[src/shared/sdram_lp_pkg.sv]
// constants, types and register map of the sdram low-power state controller
package sdram_lp_pkg;

  // ----------------------------------------------------------------
  // timing
  // ----------------------------------------------------------------
  localparam int CLK_PERIOD_PS = 8000;
  localparam int T_CKE_PS      = 5000;
  // longest time for the first internal refresh: round down, at least one cycle
  localparam int TCKE_CYC      = (T_CKE_PS / CLK_PERIOD_PS) < 1 ? 1 : (T_CKE_PS / CLK_PERIOD_PS);
  localparam int T_CPDED_NCK   = 1;

  // ----------------------------------------------------------------
  // register map (byte addresses)
  // ----------------------------------------------------------------
  localparam logic [7:0]  CTRL_OFFSET        = 8'h00;
  localparam logic [7:0]  REF_INTERVAL_OFFSET = 8'h04;
  localparam logic [7:0]  STATUS_OFFSET      = 8'h08;
  localparam logic [7:0]  REF_COUNT_OFFSET   = 8'h0C;
  localparam int          CTRL_CLR_POS       = 0;
  localparam logic [15:0] REF_INTERVAL_RESET = 16'h03CF;
  localparam logic [1:0]  RESP_OKAY          = 2'h0;
  localparam logic [1:0]  RESP_SLVERR        = 2'h2;

  // ----------------------------------------------------------------
  // mode-register fields captured from mode-register writes
  // ----------------------------------------------------------------
  localparam logic [2:0]  MR0_SEL            = 3'h0;
  localparam logic [2:0]  MR1_SEL            = 3'h1;
  localparam logic        MR0_PPD_RESET      = 1'b0;
  localparam logic        MR1_DLL_DIS_RESET  = 1'b0;

  // ----------------------------------------------------------------
  // types
  // ----------------------------------------------------------------
  typedef struct packed {
    logic       cs_n;
    logic       ras_n;
    logic       cas_n;
    logic       we_n;
    logic [2:0] ba;
    logic       a12;
    logic       a10;
    logic       a0;
  } ddr_cmd_t;

  typedef enum logic [5:0] {
    ST_RESET = 6'h01,
    ST_IDLE  = 6'h02,
    ST_ACT   = 6'h04,
    ST_SR    = 6'h08,
    ST_APD   = 6'h10,
    ST_PPD   = 6'h20
  } power_state_t;

  typedef struct packed {
    logic [7:0] banks_open;
    logic       cmd_rx_on;
    logic       slow_exit;
    logic       mr0_ppd_fast;
    logic       mr1_dll_dis;
    logic       dll_on;
    logic [5:0] state;
  } status_t;

endpackage

[src/verilog/sdram_self_refresh_power_down.sv]
// low-power state control of a ddr3 sdram: self-refresh and power-down
//
// The register addresses and the AXI4-Lite slave port were left to the implementer.
`timescale 1ns/1ps
module sdram_self_refresh_power_down
  import sdram_lp_pkg::*;
(
  input  wire logic        aclk,
  input  wire logic        aresetn,
  // ddr command side
  input  wire logic        cke,
  input  wire ddr_cmd_t    cmd,
  input  wire logic        dram_reset_n,
  output logic [5:0]       power_state,
  output logic             dll_on,
  output logic             dll_reset_pulse,
  output logic             internal_refresh,
  output logic             cmd_rx_on,
  // axi4-lite slave
  input  wire logic [7:0]  s_axi_awaddr,
  input  wire logic        s_axi_awvalid,
  output logic             s_axi_awready,
  input  wire logic [31:0] s_axi_wdata,
  input  wire logic [3:0]  s_axi_wstrb,
  input  wire logic        s_axi_wvalid,
  output logic             s_axi_wready,
  output logic [1:0]       s_axi_bresp,
  output logic             s_axi_bvalid,
  input  wire logic        s_axi_bready,
  input  wire logic [7:0]  s_axi_araddr,
  input  wire logic        s_axi_arvalid,
  output logic             s_axi_arready,
  output logic [31:0]      s_axi_rdata,
  output logic [1:0]       s_axi_rresp,
  output logic             s_axi_rvalid,
  input  wire logic        s_axi_rready
);

  // ----------------------------------------------------------------
  // command decode
  // ----------------------------------------------------------------
  power_state_t state_reg;
  logic         cke_prev_reg;
  logic [7:0]   banks_open_reg;
  logic         mr0_ppd_fast_reg;
  logic         mr1_dll_dis_reg;
  logic         slow_exit_reg;
  logic [15:0]  ref_timer_reg;
  logic [15:0]  ref_interval_reg;
  logic [31:0]  ref_count_reg;
  logic [1:0]   cpded_cnt_reg;
  logic         clr_count;

  logic is_nop;
  logic is_ref;
  logic is_act;
  logic is_pre;
  logic is_mrs;
  logic sre_taken;
  logic pde_taken;
  logic exit_taken;
  logic cke_steady;

  assign is_nop     = cmd.cs_n | (cmd.ras_n & cmd.cas_n & cmd.we_n);
  assign is_ref     = !cmd.cs_n & !cmd.ras_n & !cmd.cas_n & cmd.we_n;
  assign is_act     = !cmd.cs_n & !cmd.ras_n & cmd.cas_n & cmd.we_n;
  assign is_pre     = !cmd.cs_n & !cmd.ras_n & cmd.cas_n & !cmd.we_n;
  assign is_mrs     = !cmd.cs_n & !cmd.ras_n & !cmd.cas_n & !cmd.we_n;
  assign cke_steady = cke_prev_reg & cke;
  // self-refresh entry is the refresh pattern with cke falling
  assign sre_taken  = (state_reg == ST_IDLE) & cke_prev_reg & !cke & is_ref;
  assign pde_taken  = ((state_reg == ST_IDLE) | (state_reg == ST_ACT)) & cke_prev_reg & !cke & is_nop;
  // self-refresh exit looks at cke only; power-down exit also needs nop
  assign exit_taken = ((state_reg == ST_SR) & cke) |
                      (((state_reg == ST_APD) | (state_reg == ST_PPD)) & cke & is_nop);

  always_ff @(posedge aclk) begin
    if (!aresetn) begin
      cke_prev_reg <= 1'b0;
    end else begin
      cke_prev_reg <= cke;
    end
  end

  // ----------------------------------------------------------------
  // power state
  // ----------------------------------------------------------------
  always_ff @(posedge aclk) begin
    if (!aresetn) begin
      state_reg <= ST_RESET;
    end else if (!dram_reset_n) begin
      state_reg <= ST_RESET;
    end else begin
      case (state_reg)
        ST_RESET: begin
          state_reg <= ST_IDLE;
        end
        ST_IDLE, ST_ACT: begin
          if (sre_taken) begin
            state_reg <= ST_SR;
          end else if (pde_taken) begin
            // bank state decides the kind of power-down
            state_reg <= (banks_open_reg != 8'h00) ? ST_APD : ST_PPD;
          end else if (banks_open_reg != 8'h00) begin
            state_reg <= ST_ACT;
          end else begin
            state_reg <= ST_IDLE;
          end
        end
        ST_SR: begin
          if (exit_taken) begin
            state_reg <= ST_IDLE;
          end
        end
        ST_APD: begin
          if (exit_taken) begin
            state_reg <= ST_ACT;
          end
        end
        ST_PPD: begin
          if (exit_taken) begin
            state_reg <= ST_IDLE;
          end
        end
        default: begin
          state_reg <= ST_RESET;
        end
      endcase
    end
  end

  // ----------------------------------------------------------------
  // banks and mode bits
  // ----------------------------------------------------------------
  always_ff @(posedge aclk) begin
    if (!aresetn || !dram_reset_n || state_reg == ST_RESET) begin
      banks_open_reg <= 8'h00;
    end else if (cke_steady && (state_reg == ST_IDLE || state_reg == ST_ACT)) begin
      if (is_act) begin
        banks_open_reg[cmd.ba] <= 1'b1;
      end else if (is_pre && cmd.a10) begin
        banks_open_reg <= 8'h00;
      end else if (is_pre) begin
        banks_open_reg[cmd.ba] <= 1'b0;
      end
    end
  end

  always_ff @(posedge aclk) begin
    if (!aresetn || !dram_reset_n) begin
      mr0_ppd_fast_reg <= MR0_PPD_RESET;
      mr1_dll_dis_reg  <= MR1_DLL_DIS_RESET;
    end else if (cke_steady && is_mrs && state_reg == ST_IDLE) begin
      if (cmd.ba == MR0_SEL) begin
        mr0_ppd_fast_reg <= cmd.a12;
      end
      if (cmd.ba == MR1_SEL) begin
        mr1_dll_dis_reg <= cmd.a0;
      end
    end
  end

  // ----------------------------------------------------------------
  // dll control
  // ----------------------------------------------------------------
  always_ff @(posedge aclk) begin
    if (!aresetn || !dram_reset_n) begin
      dll_on          <= 1'b0;
      dll_reset_pulse <= 1'b0;
      slow_exit_reg   <= 1'b0;
    end else begin
      dll_reset_pulse <= 1'b0;
      if (state_reg == ST_RESET) begin
        dll_on <= !MR1_DLL_DIS_RESET;
      end else if (sre_taken) begin
        dll_on <= 1'b0;
      end else if (state_reg == ST_SR && exit_taken) begin
        // relock only when the mode register keeps the dll enabled
        dll_on          <= !mr1_dll_dis_reg;
        dll_reset_pulse <= !mr1_dll_dis_reg;
      end else if (pde_taken && banks_open_reg == 8'h00 && !mr0_ppd_fast_reg) begin
        dll_on        <= 1'b0;
        slow_exit_reg <= 1'b1;
      end else if (pde_taken) begin
        slow_exit_reg <= 1'b0;
      end else if (state_reg == ST_PPD && exit_taken && slow_exit_reg) begin
        dll_on <= !mr1_dll_dis_reg;
      end else if (cke_steady && is_mrs && cmd.ba == MR1_SEL && state_reg == ST_IDLE) begin
        dll_on <= !cmd.a0;
      end
    end
  end

  // ----------------------------------------------------------------
  // receivers and internal refresh timer
  // ----------------------------------------------------------------
  always_ff @(posedge aclk) begin
    if (!aresetn) begin
      cmd_rx_on     <= 1'b0;
      cpded_cnt_reg <= 2'h0;
    end else if (state_reg == ST_SR || state_reg == ST_APD || state_reg == ST_PPD) begin
      // receivers stay on through tcpded so nops after cke falls are still seen
      if (exit_taken) begin
        cmd_rx_on <= 1'b1;
      end else if (cpded_cnt_reg >= 2'(T_CPDED_NCK)) begin
        cmd_rx_on <= 1'b0;
      end else begin
        cpded_cnt_reg <= cpded_cnt_reg + 2'h1;
      end
    end else begin
      cmd_rx_on     <= (state_reg != ST_RESET);
      cpded_cnt_reg <= 2'h0;
    end
  end

  always_ff @(posedge aclk) begin
    if (!aresetn) begin
      ref_timer_reg    <= 16'h0000;
      internal_refresh <= 1'b0;
      ref_count_reg    <= 32'h0000_0000;
    end else begin
      internal_refresh <= 1'b0;
      if (sre_taken) begin
        ref_timer_reg <= 16'(TCKE_CYC - 1);
      end else if (state_reg == ST_SR && !exit_taken) begin
        if (ref_timer_reg == 16'h0000) begin
          internal_refresh <= 1'b1;
          ref_timer_reg    <= ref_interval_reg;
        end else begin
          ref_timer_reg <= ref_timer_reg - 16'h0001;
        end
      end
      if (clr_count) begin
        ref_count_reg <= 32'h0000_0000;
      end else if (state_reg == ST_SR && !exit_taken && ref_timer_reg == 16'h0000) begin
        ref_count_reg <= ref_count_reg + 32'h0000_0001;
      end
    end
  end

  always_ff @(posedge aclk) begin
    if (!aresetn) begin
      power_state <= 6'h01;
    end else begin
      power_state <= state_reg;
    end
  end

  // ----------------------------------------------------------------
  // axi4-lite write channel
  // ----------------------------------------------------------------
  logic [7:0]  wr_addr_reg;
  logic [31:0] wr_data_reg;
  logic [3:0]  wr_strb_reg;
  logic        aw_got_reg;
  logic        w_got_reg;
  logic        wr_fire;

  assign wr_fire   = aw_got_reg & w_got_reg & !s_axi_bvalid;
  assign clr_count = wr_fire & (wr_addr_reg == CTRL_OFFSET) & wr_strb_reg[0] & wr_data_reg[CTRL_CLR_POS];

  always_ff @(posedge aclk) begin
    if (!aresetn) begin
      aw_got_reg    <= 1'b0;
      w_got_reg     <= 1'b0;
      s_axi_awready <= 1'b1;
      s_axi_wready  <= 1'b1;
      wr_addr_reg   <= 8'h00;
      wr_data_reg   <= 32'h0000_0000;
      wr_strb_reg   <= 4'h0;
    end else begin
      if (s_axi_awvalid && s_axi_awready) begin
        aw_got_reg    <= 1'b1;
        s_axi_awready <= 1'b0;
        wr_addr_reg   <= s_axi_awaddr;
      end
      if (s_axi_wvalid && s_axi_wready) begin
        w_got_reg    <= 1'b1;
        s_axi_wready <= 1'b0;
        wr_data_reg  <= s_axi_wdata;
        wr_strb_reg  <= s_axi_wstrb;
      end
      if (wr_fire) begin
        aw_got_reg <= 1'b0;
        w_got_reg  <= 1'b0;
      end
      if (s_axi_bvalid && s_axi_bready) begin
        s_axi_awready <= 1'b1;
        s_axi_wready  <= 1'b1;
      end
    end
  end

  always_ff @(posedge aclk) begin
    if (!aresetn) begin
      s_axi_bvalid     <= 1'b0;
      s_axi_bresp      <= RESP_OKAY;
      ref_interval_reg <= REF_INTERVAL_RESET;
    end else if (wr_fire) begin
      s_axi_bvalid <= 1'b1;
      s_axi_bresp  <= RESP_OKAY;
      if (wr_addr_reg == REF_INTERVAL_OFFSET) begin
        if (wr_strb_reg[0]) begin
          ref_interval_reg[7:0] <= wr_data_reg[7:0];
        end
        if (wr_strb_reg[1]) begin
          ref_interval_reg[15:8] <= wr_data_reg[15:8];
        end
      end else if (wr_addr_reg != CTRL_OFFSET) begin
        s_axi_bresp <= RESP_SLVERR;
      end
    end else if (s_axi_bready) begin
      s_axi_bvalid <= 1'b0;
    end
  end

  // ----------------------------------------------------------------
  // axi4-lite read channel
  // ----------------------------------------------------------------
  status_t status;

  assign status = '{banks_open: banks_open_reg, cmd_rx_on: cmd_rx_on, slow_exit: slow_exit_reg,
                    mr0_ppd_fast: mr0_ppd_fast_reg, mr1_dll_dis: mr1_dll_dis_reg,
                    dll_on: dll_on, state: state_reg};

  always_ff @(posedge aclk) begin
    if (!aresetn) begin
      s_axi_arready <= 1'b1;
      s_axi_rvalid  <= 1'b0;
      s_axi_rdata   <= 32'h0000_0000;
      s_axi_rresp   <= RESP_OKAY;
    end else if (s_axi_arvalid && s_axi_arready) begin
      s_axi_arready <= 1'b0;
      s_axi_rvalid  <= 1'b1;
      s_axi_rresp   <= RESP_OKAY;
      case (s_axi_araddr)
        CTRL_OFFSET:         s_axi_rdata <= 32'h0000_0000;
        REF_INTERVAL_OFFSET: s_axi_rdata <= {16'h0000, ref_interval_reg};
        STATUS_OFFSET:       s_axi_rdata <= {13'h0000, status};
        REF_COUNT_OFFSET:    s_axi_rdata <= ref_count_reg;
        default: begin
          s_axi_rdata <= 32'h0000_0000;
          s_axi_rresp <= RESP_SLVERR;
        end
      endcase
    end else if (s_axi_rvalid && s_axi_rready) begin
      s_axi_rvalid  <= 1'b0;
      s_axi_arready <= 1'b1;
    end
  end

endmodule

[config.mk]
export PLATFORM = sky130hd
export DESIGN_NAME = sdram_self_refresh_power_down
export DESIGN_NICKNAME = d
export VERILOG_FILES = /design/src/shared/sdram_lp_pkg.sv /design/src/verilog/sdram_self_refresh_power_down.sv
export SDC_FILE = /design/constraint.sdc
export NUM_CORES = 1
export LEC_CHECK = 0
export ABC_CLOCK_PERIOD_IN_PS = 2150
export BUFFER_PORTS_ARGS = -buffer_cell sky130_fd_sc_hd__buf_2
export CORE_MARGIN = 1
export CORE_UTILIZATION = 40
export DETAILED_ROUTE_END_ITERATION = 10
export GPL_TIMING_DRIVEN = 0
export PLACE_DENSITY = 0.62
export SYNTH_ARGS = -nofsm -noshare
export SYNTH_HDL_FRONTEND = slang
export SYNTH_SLANG_ARGS = --single-unit
[constraint.sdc]
create_clock -name aclk -period 2.15 [get_ports aclk]
set_input_delay 0.215 -clock aclk [delete_from_list [all_inputs] [get_ports aclk]]
set_output_delay 0.215 -clock aclk [all_outputs]
set_load 0.005 [all_outputs]
==> reports/metrics.cfg <==
[setup_path]
worst_r2r_endpoint=ref_count_reg[23]
worstPathMaxFanout=7
worst_setup_path_end_kind=flip-flop
critical_path.top_delay_family=simple AND/OR/NAND/NOR gates
crit-reg2reg-launch=ref_timer_reg[2]
crit_path_frequent_cell=sky130_fd_sc_hd__buf_6
worstPathCellList=nor4_4 > buf_6 > nand4_1 > or2_4 > buf_6 > or4_4 > a21oi_2
kind_of_start_point_of_the_critical_path=flip-flop
reg2regPathDepth=7
timing.critical_path.depth=7
crit_type=reg2reg
critical_path_arrival_ps=2450
critPathLaunch=ref_timer_reg[2]
setup.reg_to_reg.worst_slack_ps=60
worstPathBufferInverterCount=2
worst_path_largest_cell_delay_ps=500
cp.required_ps=2520
timing.critical_path.to=ref_count_reg[23]
worst_path_max_delay_cell=sky130_fd_sc_hd__or4_4

[finish]
register_area_sq_mm=0.00324
fill_cells=1670
drive_above_1_share_pct=22.7
postLayoutCellArea_sq_mm=0.00908
antennaDiodeCount=0
multiInputGateArea_sq_mm=0.00391
num-nets-final=1088
areaGrowthSynthToFinish_pct=25.6

[global_routing]
overall_overflow_remaining_after_global_route=0
initial_antenna_violation_count=0
gr-usage-met3_pct=5.18
groute.layer.met2.usage_pct=34.3
grt_busiest_layer=met2
grt_max_degree=18
groute.layer.met1.usage_pct=32.4
wire_length_of_the_first_global_routing_pass_microns=32900
first_global_vias=6122
grt_use_total_pct=23.1

[synth]
adder_and_majority_cell_fraction_of_the_synthesized_area_pct=0.692
yosysSeqAreaShare_pct=44.6
synth-seq-cells=161
synthSimpleGateAreaFrac_pct=26.1
yosys-top-cells-count=sky130_fd_sc_hd__dfxtp_1, sky130_fd_sc_hd__nand2_1, sky130_fd_sc_hd__nor2_1
postSynthAreaPerCell_sq_um=8.29
synth.most_common_cell=sky130_fd_sc_hd__dfxtp_1
combinational_family_with_the_most_area_after_synthesis=simple AND/OR/NAND/NOR gates
synth.top_cells.by_area=sky130_fd_sc_hd__dfxtp_1, sky130_fd_sc_hd__nand2_1, sky130_fd_sc_hd__a21oi_1
synth-edff-count=0
synth_area_sq_mm=0.00723
synth_top_cell_area_share_pct=44.6
synth_top_cell_by_area=sky130_fd_sc_hd__dfxtp_1
synth_top_flop_cell=sky130_fd_sc_hd__dfxtp_1
synth_warnings=0
synthCells=872
synth_cell_type_count=67
synth.mux.area_fraction_pct=4.02
synth_xor_xnor_area_share_pct=2.30
synth_compound_gate_area_share_pct=18.2
asyncSetResetFlopFracSynth_pct=0

[route]
number_of_violations_reported_at_the_end_of_detailed_routing_iteration_0=565
drc_markers=0
routedWlPerCell_microns=17.0
detailed_router_iteration_count_before_antenna_repair=5
antenna_left=0
route.vias.total=6909
post_drt_via_cell_ratio=5.52
routed_wl_microns=21200

[place]
place.gp.congestion=0.893
place.port_buffers=98
detailedPlacementHpwl_microns=15200
dpl-instance-area_sq_mm=0.00801

[floorplan]
die_width_microns=136
num_rows=48
dieHeight_microns=136
die_area_sq_mm=0.0186
pin_count=122
floorplan.initialDensity_pct=41.4
core_area_sq_mm=0.0175

[job]
max_cap_violations=0

[power]
power.internal_mw=4.94
cellLeakagePower_nw=3.51
design_power_total_mw=6.62
vdd_drop_max_v=0.000700
power.sequential.fraction_pct=46.3
part_of_the_power_in_combinational_logic_pct=5.6
power_switching_mw=1.67
cell_area_power_density_mw_per_mm2=729
switching_share_pct=25.3
clock_power_share_pct=48.1

[cts]
clock_tree.htree_level_count=4
cts_buf_count=17
clock_tree.root_cell=sky130_fd_sc_hd__clkbuf_16
clock_insertion_delay_worst_skew_ps=430
clock_tree.buffer_depth=2
cts_sinks=161
cts_tree=yes
worst_setup_hold_path_clk_slew_ps=70

[timing]
final_max_slew_viol_count=0
fin_crit_ps=2090
relSlewSlack_pct=50.9
hold_viol=0
maxClockFrequency_mhz=479
timing.final.setup_violations=0
tightestPinTransition_ps=737
setup_tns_ps=0
final_min_period_over_clock_period_pct=97.1
final_layout_worst_hold_slack_ps=11.6
unrepaired_setup_endpoints_after_global_routing=yes
final.setup_skew_ps=8.89

[hold_path]
hold_class=in2reg

[outcome]
outcome=finished, final reports clean

[timing repair]
| item | in CTS | in global routing |
|---|---|---|
| pin swaps | 5 | 18 |
| cloned | 0 | 1 |
| setup endpoints to repair | 64 | 69 |
| gates resized for setup | 21 | 52 |
| hold endpoints to repair | 2 | 0 |
| hold buffers | 2 | 0 |
| setup buffers | 9 | 14 |
[layer usage]
| metal | routed length, microns | vias to the layer above |
|---|---|---|
| li1 | - | 3401 |
| met1 | 9720 | 3183 |
| met2 | 9230 | 283 |
| met3 | 1720 | 42 |
| met4 | 541 | 0 |
| met5 | 0 | - |
[cell families after synthesis]
logic type,Yosys count
other,1
buffers and inverters,74
and+or+nand+nor,380
xor gates and xnor gates,19
AOI/OAI and AO/OA,206
DFF,161
muxes,27
adders and majority gates,4
[how the worst min path moves through the flow]
stage	from	cells past startpoint	slack, ps	endpoint
final	s_axi_wdata[14]	3	10	wr_data_reg[14]
after global routing	s_axi_wdata[15]	3	20	wr_data_reg[15]
after CTS	s_axi_wdata[13]	3	2	wr_data_reg[13]
after detailed placement	s_axi_wvalid	2	430	s_axi_wready
after global placement	s_axi_awvalid	2	420	s_axi_awready
after floorplan	s_axi_awvalid	1	320	s_axi_awready
[cells in the final DEF (no fill, tap or decap), types with 11 or more instances in the layout]
cell type	Yosys	routed
sky130_fd_sc_hd__a21oi_1	81	77
sky130_fd_sc_hd__a22oi_1	29	29
sky130_fd_sc_hd__a2bb2oi_1	16	16
sky130_fd_sc_hd__and2_1	14	14
sky130_fd_sc_hd__buf_2	1	102
sky130_fd_sc_hd__buf_4	2	23
sky130_fd_sc_hd__clkbuf_1	40	34
sky130_fd_sc_hd__clkbuf_16	0	18
sky130_fd_sc_hd__dfxtp_1	161	153
sky130_fd_sc_hd__inv_1	19	17
sky130_fd_sc_hd__mux2_2	16	16
sky130_fd_sc_hd__mux2i_1	11	11
sky130_fd_sc_hd__nand2_1	132	129
sky130_fd_sc_hd__nand3_1	32	31
sky130_fd_sc_hd__nand4_1	13	13
sky130_fd_sc_hd__nor2_1	87	86
sky130_fd_sc_hd__nor3_1	17	13
sky130_fd_sc_hd__o21ai_0	26	26
sky130_fd_sc_hd__or3_1	11	11
sky130_fd_sc_hd__xnor2_1	15	15
[worst min-delay path, cell delays in order]
cell,delay [ps]
sky130_fd_sc_hd__buf_2,90
sky130_fd_sc_hd__nand2_1,40
sky130_fd_sc_hd__a21oi_1,50
[metrics by stage]
| step | setup slack [ps] | instances | util, % |
|---|---|---|---|
| final | 61.8 | 1251 | 51.9 |
| after global routing | -62.0 | 1251 | 51.9 |
| after CTS | -9.21 | 1238 | 50.3 |
| after detailed placement | -450 | 1196 | 45.8 |
| after global placement | -452 | 1196 | 45.8 |
| after floorplan | 69.0 | 873 | - |
[power groups by stage]
stage                     registers [mW]  clock network [mW]  logic, mW
after CTS                           3.07                3.22      0.354
after global placement              3.13                   0      0.342
after floorplan                     3.12                   0      0.211
final                               3.07                3.18      0.370
after global routing                3.07                3.34      0.412
after detailed placement            3.13                   0      0.344
[final cells by class]
| type | count | area share (%) |
|---|---|---|
| multi-input combinational | 638 | 43.1 |
| sequential | 161 | 35.7 |
| timing repair buffer | 124 | 7.88 |
| clock buffer | 17 | 4.69 |
| tap | 225 | 3.10 |
| buffer | 52 | 2.60 |
| clock inverter | 15 | 2.15 |
| inverter | 19 | 0.786 |
Note: power is estimated with default switching activity, not from simulation.
